--- config.mk ---
export PLATFORM = sky130hd
export DESIGN_NAME = overflow_device_pci_header
export DESIGN_NICKNAME = d
export VERILOG_FILES = /design/src/core/ovf_pkg.sv /design/src/core/decode_if.sv /design/src/core/overflow_device_pci_header.sv /design/src/core/window_decoder.sv /design/src/core/io_range_decoder.sv
export VERILOG_INCLUDE_DIRS = /design/src /design/src/core
export SDC_FILE = /design/constraint.sdc
export NUM_CORES = 1
export LEC_CHECK = 0
export BUFFER_PORTS_ARGS = -buffer_cell sky130_fd_sc_hd__buf_2
export CAP_MARGIN = 20
export CORE_ASPECT_RATIO = 0.6
export CORE_MARGIN = 2
export CORE_UTILIZATION = 44
export DETAILED_ROUTE_END_ITERATION = 6
export PLACE_DENSITY = 0.78
export SLEW_MARGIN = 10
export SYNTH_ARGS = -nofsm -noshare
export SYNTH_HDL_FRONTEND = slang
export SYNTH_SLANG_ARGS = --single-unit
--- constraint.sdc ---
create_clock -name sys_clk -period 2.2 [get_ports sys_clk]
set_clock_uncertainty 0.15 [all_clocks]
set_input_delay 0.11 -clock sys_clk [delete_from_list [all_inputs] [get_ports sys_clk]]
set_output_delay 0.11 -clock sys_clk [all_outputs]
set_load 0.02 [all_outputs]
--- src/core/ovf_defines.svh ---
// overflow function configuration header: offsets, field positions, reset values
// assumes byte-addressed configuration port with 8-bit data, included by bare name
`ifndef OVF_DEFINES_SVH
`define OVF_DEFINES_SVH

`define OVF_CMD_LO_OFS      8'h04
`define OVF_CMD_HI_OFS      8'h05
`define OVF_STS_LO_OFS      8'h06
`define OVF_STS_HI_OFS      8'h07
`define OVF_REV_OFS         8'h08
`define OVF_SUB_CLASS_FIELD_OFS        8'h0a
`define OVF_BCC_OFS         8'h0b
`define OVF_HDR_OFS         8'h0e
`define OVF_BAR_B0_OFS      8'h10
`define OVF_BAR_B1_OFS      8'h11
`define OVF_BAR_B2_OFS      8'h12
`define OVF_BAR_B3_OFS      8'h13

`define OVF_CMD_IO_BIT      0
`define OVF_CMD_MEM_BIT     1
`define OVF_CMD_RESET       16'h0000
`define OVF_STS_RESET       16'h0080
`define OVF_SUB_CLASS_FIELD_VALUE      8'h80
`define OVF_BCC_VALUE       8'h08
`define OVF_HDR_VALUE       8'h00
`define OVF_BAR_RESET       32'h0000_0000
`define OVF_BAR_BASE_LSB    12
`define OVF_BAR_BASE_W      20
`define OVF_BAR_PREF_BIT    3
`define OVF_BAR_B1_WMASK    8'hf0
`define OVF_REV_RESET       8'h00
`define OVF_ZERO_BYTE       8'h00

`endif

--- src/core/ovf_pkg.sv ---
// types shared by the overflow configuration header and its decoders
// assumes nothing beyond the defines header
`default_nettype none
package ovf_pkg;
  typedef enum logic [8:0] {
    SEL_NONE = 9'b0_0000_0001,
    SEL_CMD  = 9'b0_0000_0010,
    SEL_STS  = 9'b0_0000_0100,
    SEL_REV  = 9'b0_0000_1000,
    SEL_SUB_CLASS_FIELD = 9'b0_0001_0000,
    SEL_BCC  = 9'b0_0010_0000,
    SEL_HDR  = 9'b0_0100_0000,
    SEL_BAR  = 9'b0_1000_0000,
    SEL_RSVD = 9'b1_0000_0000
  } reg_sel_e;
  typedef logic [19:0] window_base_t;
endpackage
`default_nettype wire

--- src/core/decode_if.sv ---
// decode carrier between the register bank and its window and io decoders
// assumes all parties on sys_clk
`default_nettype none
interface decode_if;
  logic        memory_space_enable;
  logic        io_space_enable;
  logic [19:0] window_base;
  logic [31:0] mem_addr;
  logic        mem_req;
  logic        mem_hit;
  logic [15:0] io_addr;
  logic [15:0] io_range_low;
  logic [15:0] io_range_high;
  logic        io_req;
  logic        io_hit;
  modport bank (output memory_space_enable, io_space_enable, window_base, mem_addr, mem_req,
                output io_addr, io_range_low, io_range_high, io_req, input mem_hit, io_hit);
  modport win  (input memory_space_enable, window_base, mem_addr, mem_req, output mem_hit);
  modport io   (input io_space_enable, io_addr, io_range_low, io_range_high, io_req, output io_hit);
endinterface
`default_nettype wire

--- src/core/overflow_device_pci_header.sv ---
// configuration header of the overflow function: command, status, ids and window base
// assumes a byte-wide config port on sys_clk, strobes one cycle and never together
//
// Local design decision: the strobed register port.
`include "ovf_defines.svh"
`default_nettype none
module overflow_device_pci_header
  import ovf_pkg::*;
#(
  parameter logic PREFETCHABLE = 1'b0
) (
  input  wire logic        sys_clk,
  input  wire logic        rst,
  input  wire logic [7:0]  cfg_addr,
  input  wire logic [7:0]  cfg_wdata,
  input  wire logic        cfg_wr,
  input  wire logic        cfg_rd,
  output logic      [7:0]  cfg_rdata,
  input  wire logic [7:0]  primary_revision,
  input  wire logic [31:0] mem_addr,
  input  wire logic        mem_req,
  output logic             mem_hit,
  input  wire logic [15:0] io_addr,
  input  wire logic        io_req,
  input  wire logic [15:0] io_range_low,
  input  wire logic [15:0] io_range_high,
  output logic             io_hit,
  output logic             memory_space_enable,
  output logic             io_space_enable,
  output logic      [31:0] window_base_address
);

  logic [15:0]  function_command_q;
  logic [15:0]  function_status;
  logic [7:0]   revision_number_q;
  logic [31:0]  window_base_q;
  logic [7:0]   cfg_rdata_q;
  logic [7:0]   rd_byte;
  logic [31:0]  bar_word;
  reg_sel_e     wr_sel;
  reg_sel_e     rd_sel;

  decode_if dec ();

  // shared by the write and read paths so both agree on the map
  function automatic reg_sel_e sel_of(input logic [7:0] a);
    reg_sel_e s;
    s = SEL_RSVD;
    case (a)
      `OVF_CMD_LO_OFS, `OVF_CMD_HI_OFS: s = SEL_CMD;
      `OVF_STS_LO_OFS, `OVF_STS_HI_OFS: s = SEL_STS;
      `OVF_REV_OFS:                     s = SEL_REV;
      `OVF_SUB_CLASS_FIELD_OFS:                    s = SEL_SUB_CLASS_FIELD;
      `OVF_BCC_OFS:                     s = SEL_BCC;
      `OVF_HDR_OFS:                     s = SEL_HDR;
      `OVF_BAR_B0_OFS, `OVF_BAR_B1_OFS,
      `OVF_BAR_B2_OFS, `OVF_BAR_B3_OFS: s = SEL_BAR;
      default:                          s = SEL_RSVD;
    endcase
    return s;
  endfunction

  assign wr_sel = cfg_wr ? sel_of(cfg_addr) : SEL_NONE;
  assign rd_sel = cfg_rd ? sel_of(cfg_addr) : SEL_NONE;

  // command word: only the two enables hold state
  always_ff @(posedge sys_clk) begin
    if (rst) begin
      function_command_q <= `OVF_CMD_RESET;
    end else if (wr_sel == SEL_CMD && cfg_addr == `OVF_CMD_LO_OFS) begin
      function_command_q[`OVF_CMD_MEM_BIT] <= cfg_wdata[`OVF_CMD_MEM_BIT];
      function_command_q[`OVF_CMD_IO_BIT]  <= cfg_wdata[`OVF_CMD_IO_BIT];
    end
  end
  // status is fixed; writes to it fall through to nothing
  always_comb begin
    function_status = `OVF_STS_RESET;
  end

  // revision follows the primary function continuously
  always_ff @(posedge sys_clk) begin
    if (rst) begin
      revision_number_q <= `OVF_REV_RESET;
    end else begin
      revision_number_q <= primary_revision;
    end
  end

  // base bits per byte lane; low lane and low nibble of lane 1 are fixed
  always_ff @(posedge sys_clk) begin
    if (rst) begin
      window_base_q <= `OVF_BAR_RESET;
    end else if (wr_sel == SEL_BAR) begin
      case (cfg_addr)
        `OVF_BAR_B1_OFS: window_base_q[15:12] <= cfg_wdata[7:4];
        `OVF_BAR_B2_OFS: window_base_q[23:16] <= cfg_wdata;
        `OVF_BAR_B3_OFS: window_base_q[31:24] <= cfg_wdata;
        default:         window_base_q        <= window_base_q;
      endcase
    end
  end

  function automatic logic [31:0] bar_view(input logic [31:0] b);
    logic [31:0] v;
    v = 32'h0000_0000;
    v[31:12] = b[31:12];
    v[`OVF_BAR_PREF_BIT] = PREFETCHABLE;
    return v;
  endfunction

  // one view feeds both the read lanes and the output port
  assign bar_word = bar_view(window_base_q);

  // read mux: reserved offsets and unused command and base bits read zero
  always_comb begin
    rd_byte = `OVF_ZERO_BYTE;
    case (rd_sel)
      SEL_CMD: begin
        if (cfg_addr == `OVF_CMD_LO_OFS) begin
          rd_byte = {6'b00_0000, function_command_q[1:0]};
        end else begin
          rd_byte = `OVF_ZERO_BYTE;
        end
      end
      SEL_STS: begin
        if (cfg_addr == `OVF_STS_LO_OFS) begin
          rd_byte = function_status[7:0];
        end else begin
          rd_byte = function_status[15:8];
        end
      end
      SEL_REV:  rd_byte = revision_number_q;
      SEL_SUB_CLASS_FIELD: rd_byte = `OVF_SUB_CLASS_FIELD_VALUE;
      SEL_BCC:  rd_byte = `OVF_BCC_VALUE;
      SEL_HDR:  rd_byte = `OVF_HDR_VALUE;
      SEL_BAR:  rd_byte = bar_word[{cfg_addr[1:0], 3'b000} +: 8];
      SEL_RSVD: rd_byte = `OVF_ZERO_BYTE;
      SEL_NONE: rd_byte = `OVF_ZERO_BYTE;
      default:  rd_byte = `OVF_ZERO_BYTE;
    endcase
  end

  // data valid only in the cycle after the strobe
  always_ff @(posedge sys_clk) begin
    if (rst) begin
      cfg_rdata_q <= `OVF_ZERO_BYTE;
    end else begin
      cfg_rdata_q <= rd_byte;
    end
  end
  assign cfg_rdata = cfg_rdata_q;

  assign dec.memory_space_enable = function_command_q[`OVF_CMD_MEM_BIT];
  assign dec.io_space_enable     = function_command_q[`OVF_CMD_IO_BIT];
  assign dec.window_base         = window_base_q[31:12];
  assign dec.mem_addr            = mem_addr;
  assign dec.mem_req             = mem_req;
  assign dec.io_addr             = io_addr;
  assign dec.io_range_low        = io_range_low;
  assign dec.io_range_high       = io_range_high;
  assign dec.io_req              = io_req;

  window_decoder u_window (
    .dec (dec.win)
  );

  io_range_decoder u_io (
    .dec (dec.io)
  );

  assign mem_hit             = dec.mem_hit;
  assign io_hit              = dec.io_hit;
  assign memory_space_enable = function_command_q[`OVF_CMD_MEM_BIT];
  assign io_space_enable     = function_command_q[`OVF_CMD_IO_BIT];
  assign window_base_address = bar_word;

endmodule
`default_nettype wire

--- src/core/window_decoder.sv ---
// claims memory accesses that fall in the 4 KB window
// assumes address and request come from logic on the same clock
`default_nettype none
module window_decoder (
  decode_if.win dec
);
  // 4 KB window: only the base bits take part in the compare
  assign dec.mem_hit = dec.mem_req & dec.memory_space_enable &
                       (dec.mem_addr[31:12] == dec.window_base);
endmodule
`default_nettype wire

--- src/core/io_range_decoder.sv ---
// decodes the io range held by the companion bridge registers
// assumes low and high bounds are inclusive and steady during a request
`default_nettype none
module io_range_decoder (
  decode_if.io dec
);
  assign dec.io_hit = dec.io_req & dec.io_space_enable &
                      (dec.io_addr >= dec.io_range_low) &
                      (dec.io_addr <= dec.io_range_high);
endmodule
`default_nettype wire

Word-level counts from Yosys, hierarchy flattened
Memories as Yosys holds them, arrays and structs flattened. Cells that the tools add are included.

Bits in read-only memories: 512. Memories kept: 2. Logic and storage cells: 42. Register bits: 38. Bits of input ports: 110. Output and inout bits: 44.

Memory list: (name not given) (depth 32, width 8, read ports 1, clocked after Yosys merged registers in 0, wr ports 0, line overflow_device_pci_header.sv:49) `case (a)`; (name not given) (depth 32, width 8, read ports 1, clocked after Yosys merged registers in 0, wr ports 0, line overflow_device_pci_header.sv:49).

Equality and inequality tests: 14. Muxes and demuxes: 7. Shift-type cells: 1. Bitwise gates (word level): 5. Magnitude comparators: 2. Reduce and logical (&&, ||, !) cells: 5.

Operators by type and width (count): $pmux 8 s6 (1); $mux 9 (4); $shiftx 32x6->8 (1); $eq 8x5->1 const B (3); $eq 20x20->1 (1); $eq 9x2->1 const B (2); $eq 9x8->1 const B (2); $eq 8x3->1 const B (2); $ge 16x16->1 (1); $le 16x16->1 (1); $eq 9x3->1 const B (1); $eq 9x4->1 const B (1); $eq 9x5->1 const B (1); $eq 9x6->1 const B (1); $mux 8 (1); $reduce_and 2->1 (3); $and 1x1->1 (5); $logic_not 3->1 (1); $mux 2 (1); $logic_and 1x1->1 (1).

Depth between registers and ports, before layout
Depth in word-level cells: 5. Mapped depth: 7.

Modules after synthesis
Synthesis repeated with hierarchy kept, for this count alone.

Cells, all modules: 308. Area total of the unflattened synthesis: 2742.6 um^2.

Modules (own cells, without submodules): overflow_device_pci_header (area an instance 1715.4 um^2, cells each 170, instances 1); io_range_decoder (area an instance 802.0 um^2, cells each 111, instances 1); window_decoder (area an instance 225.2 um^2, cells each 27, instances 1).

Worst setup path after synthesis
No wires, ideal clock.

Path type: reg2out. From: register window_base_q[22]. To: output port mem_hit. Setup slack: 264 ps. Stages on the path, launching flop included: 5. Arrival time: 1676 ps. Cell sequence: dfxtp_1 -> xor2_1 -> nor4_1 -> nand4_1 -> nor4_1.

Word-level cells in the longest chain between the ends: 2.

Ends and longest elaborated chain: start: declaration (line overflow_device_pci_header.sv:36) `logic [31:0] window_base_q;`; start signal: assignment (line overflow_device_pci_header.sv:92) `` window_base_q <= `OVF_BAR_RESET; ``; start signal: assignment (line overflow_device_pci_header.sv:96) `` `OVF_BAR_B2_OFS: window_base_q[23:16] <= cfg_wdata; ``; start signal: assignment (line overflow_device_pci_header.sv:98) `default: window_base_q <= window_base_q;`; $eq 20x20->1 (line window_decoder.sv:9) `(dec.mem_addr[31:12] == dec.window_base);`; $and 1x1->1 (line window_decoder.sv:8) `assign dec.mem_hit = dec.mem_req & dec.memory_space_enable &`; end: declaration (line overflow_device_pci_header.sv:22) `output logic mem_hit,`.

No other way between the ends.

Final worst setup path
From: register window_base_q[25]. To: output port mem_hit.

The elaborated chain is that of the path after synthesis.

==> flow_summary.toml <==
[final_layout]
nNetsFinal = 591
num-fill-cells = 512
multiInputGateArea_um2 = 1703
syn2layout_area_growth_pct = 37.53
register_cell_area_after_layout_um2 = 760.7
final_core_utilization_pct = 64.01
share_of_layout_cells_above_drive_strength_1_pct = 33.56
diode_insertion_count_for_antenna_repair = 0

[sta]
finalSetupViolations = 0
final.period_utilization_pct = 91.54
grt_setup_unrepaired = "false"
number_of_hold_violations_in_the_final_report = 0
setup_slack_after_layout_ns = 0.1861
maxSlewViolCount = 0
max_freq_mhz = 496.5
setup_total_negative_slack_ns = 0
layout_min_cycle_time_ns = 2.014

[place]
place.gp.congestion = 0.8539
port-buffer-count = 129
dpl_wire_length_um = 6122
pre_cts_slack_ns = 0.2815

[detailed_routing]
postRouteWirelength_um = 7716
dr.first_iter.drc_count = 182
ant_nets = 0
initial_drt_pass_iterations = 5
routed-via-count = 2685
remaining_drc_errors = 0
routed_via_density = 5.066
average_routed_wire_per_standard_cell_um = 14.56

[setup_path]
endpoint_kind = "output port"
cp-start-kind = "flop"
critical_path.max_fanout = 4
cp-startpoint = "window_base_q[25]"
worst-setup-path-type = "flop to output port"
crit-reg2reg-launch = "window_base_q[23]"
worst_ep_arrival_time_ns = 1.75
critPathRequiredTime_ns = 1.94

[cts]
clock_insertion_delay_worst_skew_ns = 0.30
worst_setup_hold_path_clk_slew_ns = 0.07
cts_buffer_count = 5
cts.htree.levels = 2
post_cts_setup_inserts = 0
clock_sink_count = 38
cts_tree = "done"
cts_root_buffer = "clkbuf_8"
clock_path_buffers = 2

[power]
total_leakage_power_nw = 2.044
ir_worst_vdd_mv = 0.2064
power.density_nw_per_um2 = 478.3

[synth]
synth_sequential_area_ratio_pct = 28.67
ys_types = 42
syn-mean-instance-area_um2 = 8.787
synthTopCellsByArea = "dfxtp_1 (29%), ha_1 (15%), mux2i_1 (9.8%)"
synth_largest_type_area_fraction_pct = 28.67
synth.cells.most_frequent = "dfxtp_1 (38), ha_1 (32), inv_1 (32)"
synth_top_cell_by_area = "dfxtp_1"
syn_std_cell_area_um2 = 2654
yosys_most_used_dff = "dfxtp_1"
synth_enable_flop_cells = 0
yosys.cell_count.top_type = "dfxtp_1"
async_flop_share_pct = 0
synth_cells = 302
synth-warning-count = 0
ys_ff_latch = 38

[die]
placement_rows = 21
initial_utilization_pct = 46.54
die-area_um2 = 6689
dieWidth_um = 104.3
top_level_ports = 154
die_span_y_um = 64.16
core-area_um2 = 5702

[hold_path]
hold_class = "input port to flop"
hp_start = "rst"

[global_routing]
grt.overflow.total = 0
grt_pass1_vias = 2539
antenna_violations_before_repair = 0
grtUsageTotal_pct = 23.43
global_route_wire_length_before_repair_um = 12210
grt_max_degree = 20

[flow_run]
timing.max_cap.violations = 0

[outcome]
outcome = "complete, no violations"
## state kept, by name (all words and copies together) (netlist names)
name and count:
window_base_q 20, revision_number_q 8, cfg_rdata 8, function_command_q 2
## metal layers
| layer | part of all wire, % | track usage, % | vias to the layer above |
|---|---|---|---|
| li1 | - | - | 1329 |
| met1 | 48 | 31.16 | 1227 |
| met2 | 44 | 39.05 | 120 |
| met3 | 6.7 | 5.306 | 9 |
| met4 | 1.0 | 5.068 | 0 |
| met5 | 0 | 0 | - |
## path summary, 6_finish.rpt
kind                        to  slack [ns]  cells after the start
max                    mem_hit        0.19                      5
min          window_base_q[30]        0.02                      2
max reg2reg       cfg_rdata[7]        0.86                      4
min reg2reg       cfg_rdata[6]        0.32                      2
## cells in the final DEF (no fill, tap or decap), types with 3 or more instances in the layout
cell type and n:
clkbuf_8 5, inv_1 32, a21oi_1 10, o21ai_0 4, dfxtp_1 38, and2_1 4
buf_4 3, nor2_1 29, dlygate4sd3_1 16, a2bb2oi_1 4, nand2_1 10, ha_1 32
buf_2 129, o22ai_1 3, nand3_1 8, mux2_2 4, a21o_1 7, nor4_1 3
nor2b_1 10, nand4_1 9, xnor2_1 12, xor2_1 8, a22oi_1 7, conb_1 12
mux2i_1 26
## report_power, final
part	switching [mW]	leakage, nW	internal [mW]
Sequential	0.00362	0.308	0.696
Combinational	0.169	1.67	0.163
Clock	0.260	0.0683	0.454
Total	0.433	2.04	1.31
## critical path: stages, from the launching register on
cell and delay, ns:
dfxtp_1 0.35, xor2_1 0.18, nor4_2 0.40, nand4_1 0.14, nor4_1 0.18, buf_2 0.21
## stage by stage
stage / hold slack, ns / power (mW) / cell area [um2] / cells
final: 0.02409 / 1.746 / 3650 / 530
after global routing: 0.03663 / 1.824 / 3650 / 530
after CTS: 0.02009 / 1.750 / 3643 / 530
after detailed placement: 0.1776 / 1.018 / 3346 / 506
after global placement: 0.1735 / 1.004 / 3346 / 506
after floorplan: 0.03161 / 0.8926 / 2695 / 313
## what timing repair did
| action | in CTS | in global routing |
|---|---|---|
| resized for setup | 0 | 1 |
| hold buffers | 16 | 0 |
| setup endpoints to repair | 0 | 1 |
| hold endpoints to repair | 30 | 0 |
## logic make-up (layout without fill, tap and decap cells)
group	Yosys count	after routing	share of synthesized area (%)
AOI/OAI and AO/OA	46	46	12.12
xor gates and xnor gates	20	20	6.601
adders and majority gates	32	32	15.09
buffers and inverters	51	188	8.958
DFF	38	38	28.67
muxes	30	30	11.50
other	1	12	0.1413
and+or+nand+nor	84	84	16.93
## area by class of cell
class / count / share of cell area (%)
Clock buffer: 5 / 1.885
Clock inverter: 3 / 1.885
Inverter: 32 / 3.291
Multi-Input combinational cell: 224 / 46.66
Sequential cell: 38 / 20.84
Tap cell: 80 / 2.743
Timing Repair Buffer: 148 / 22.69
Note: power is estimated with default switching activity, not from simulation.
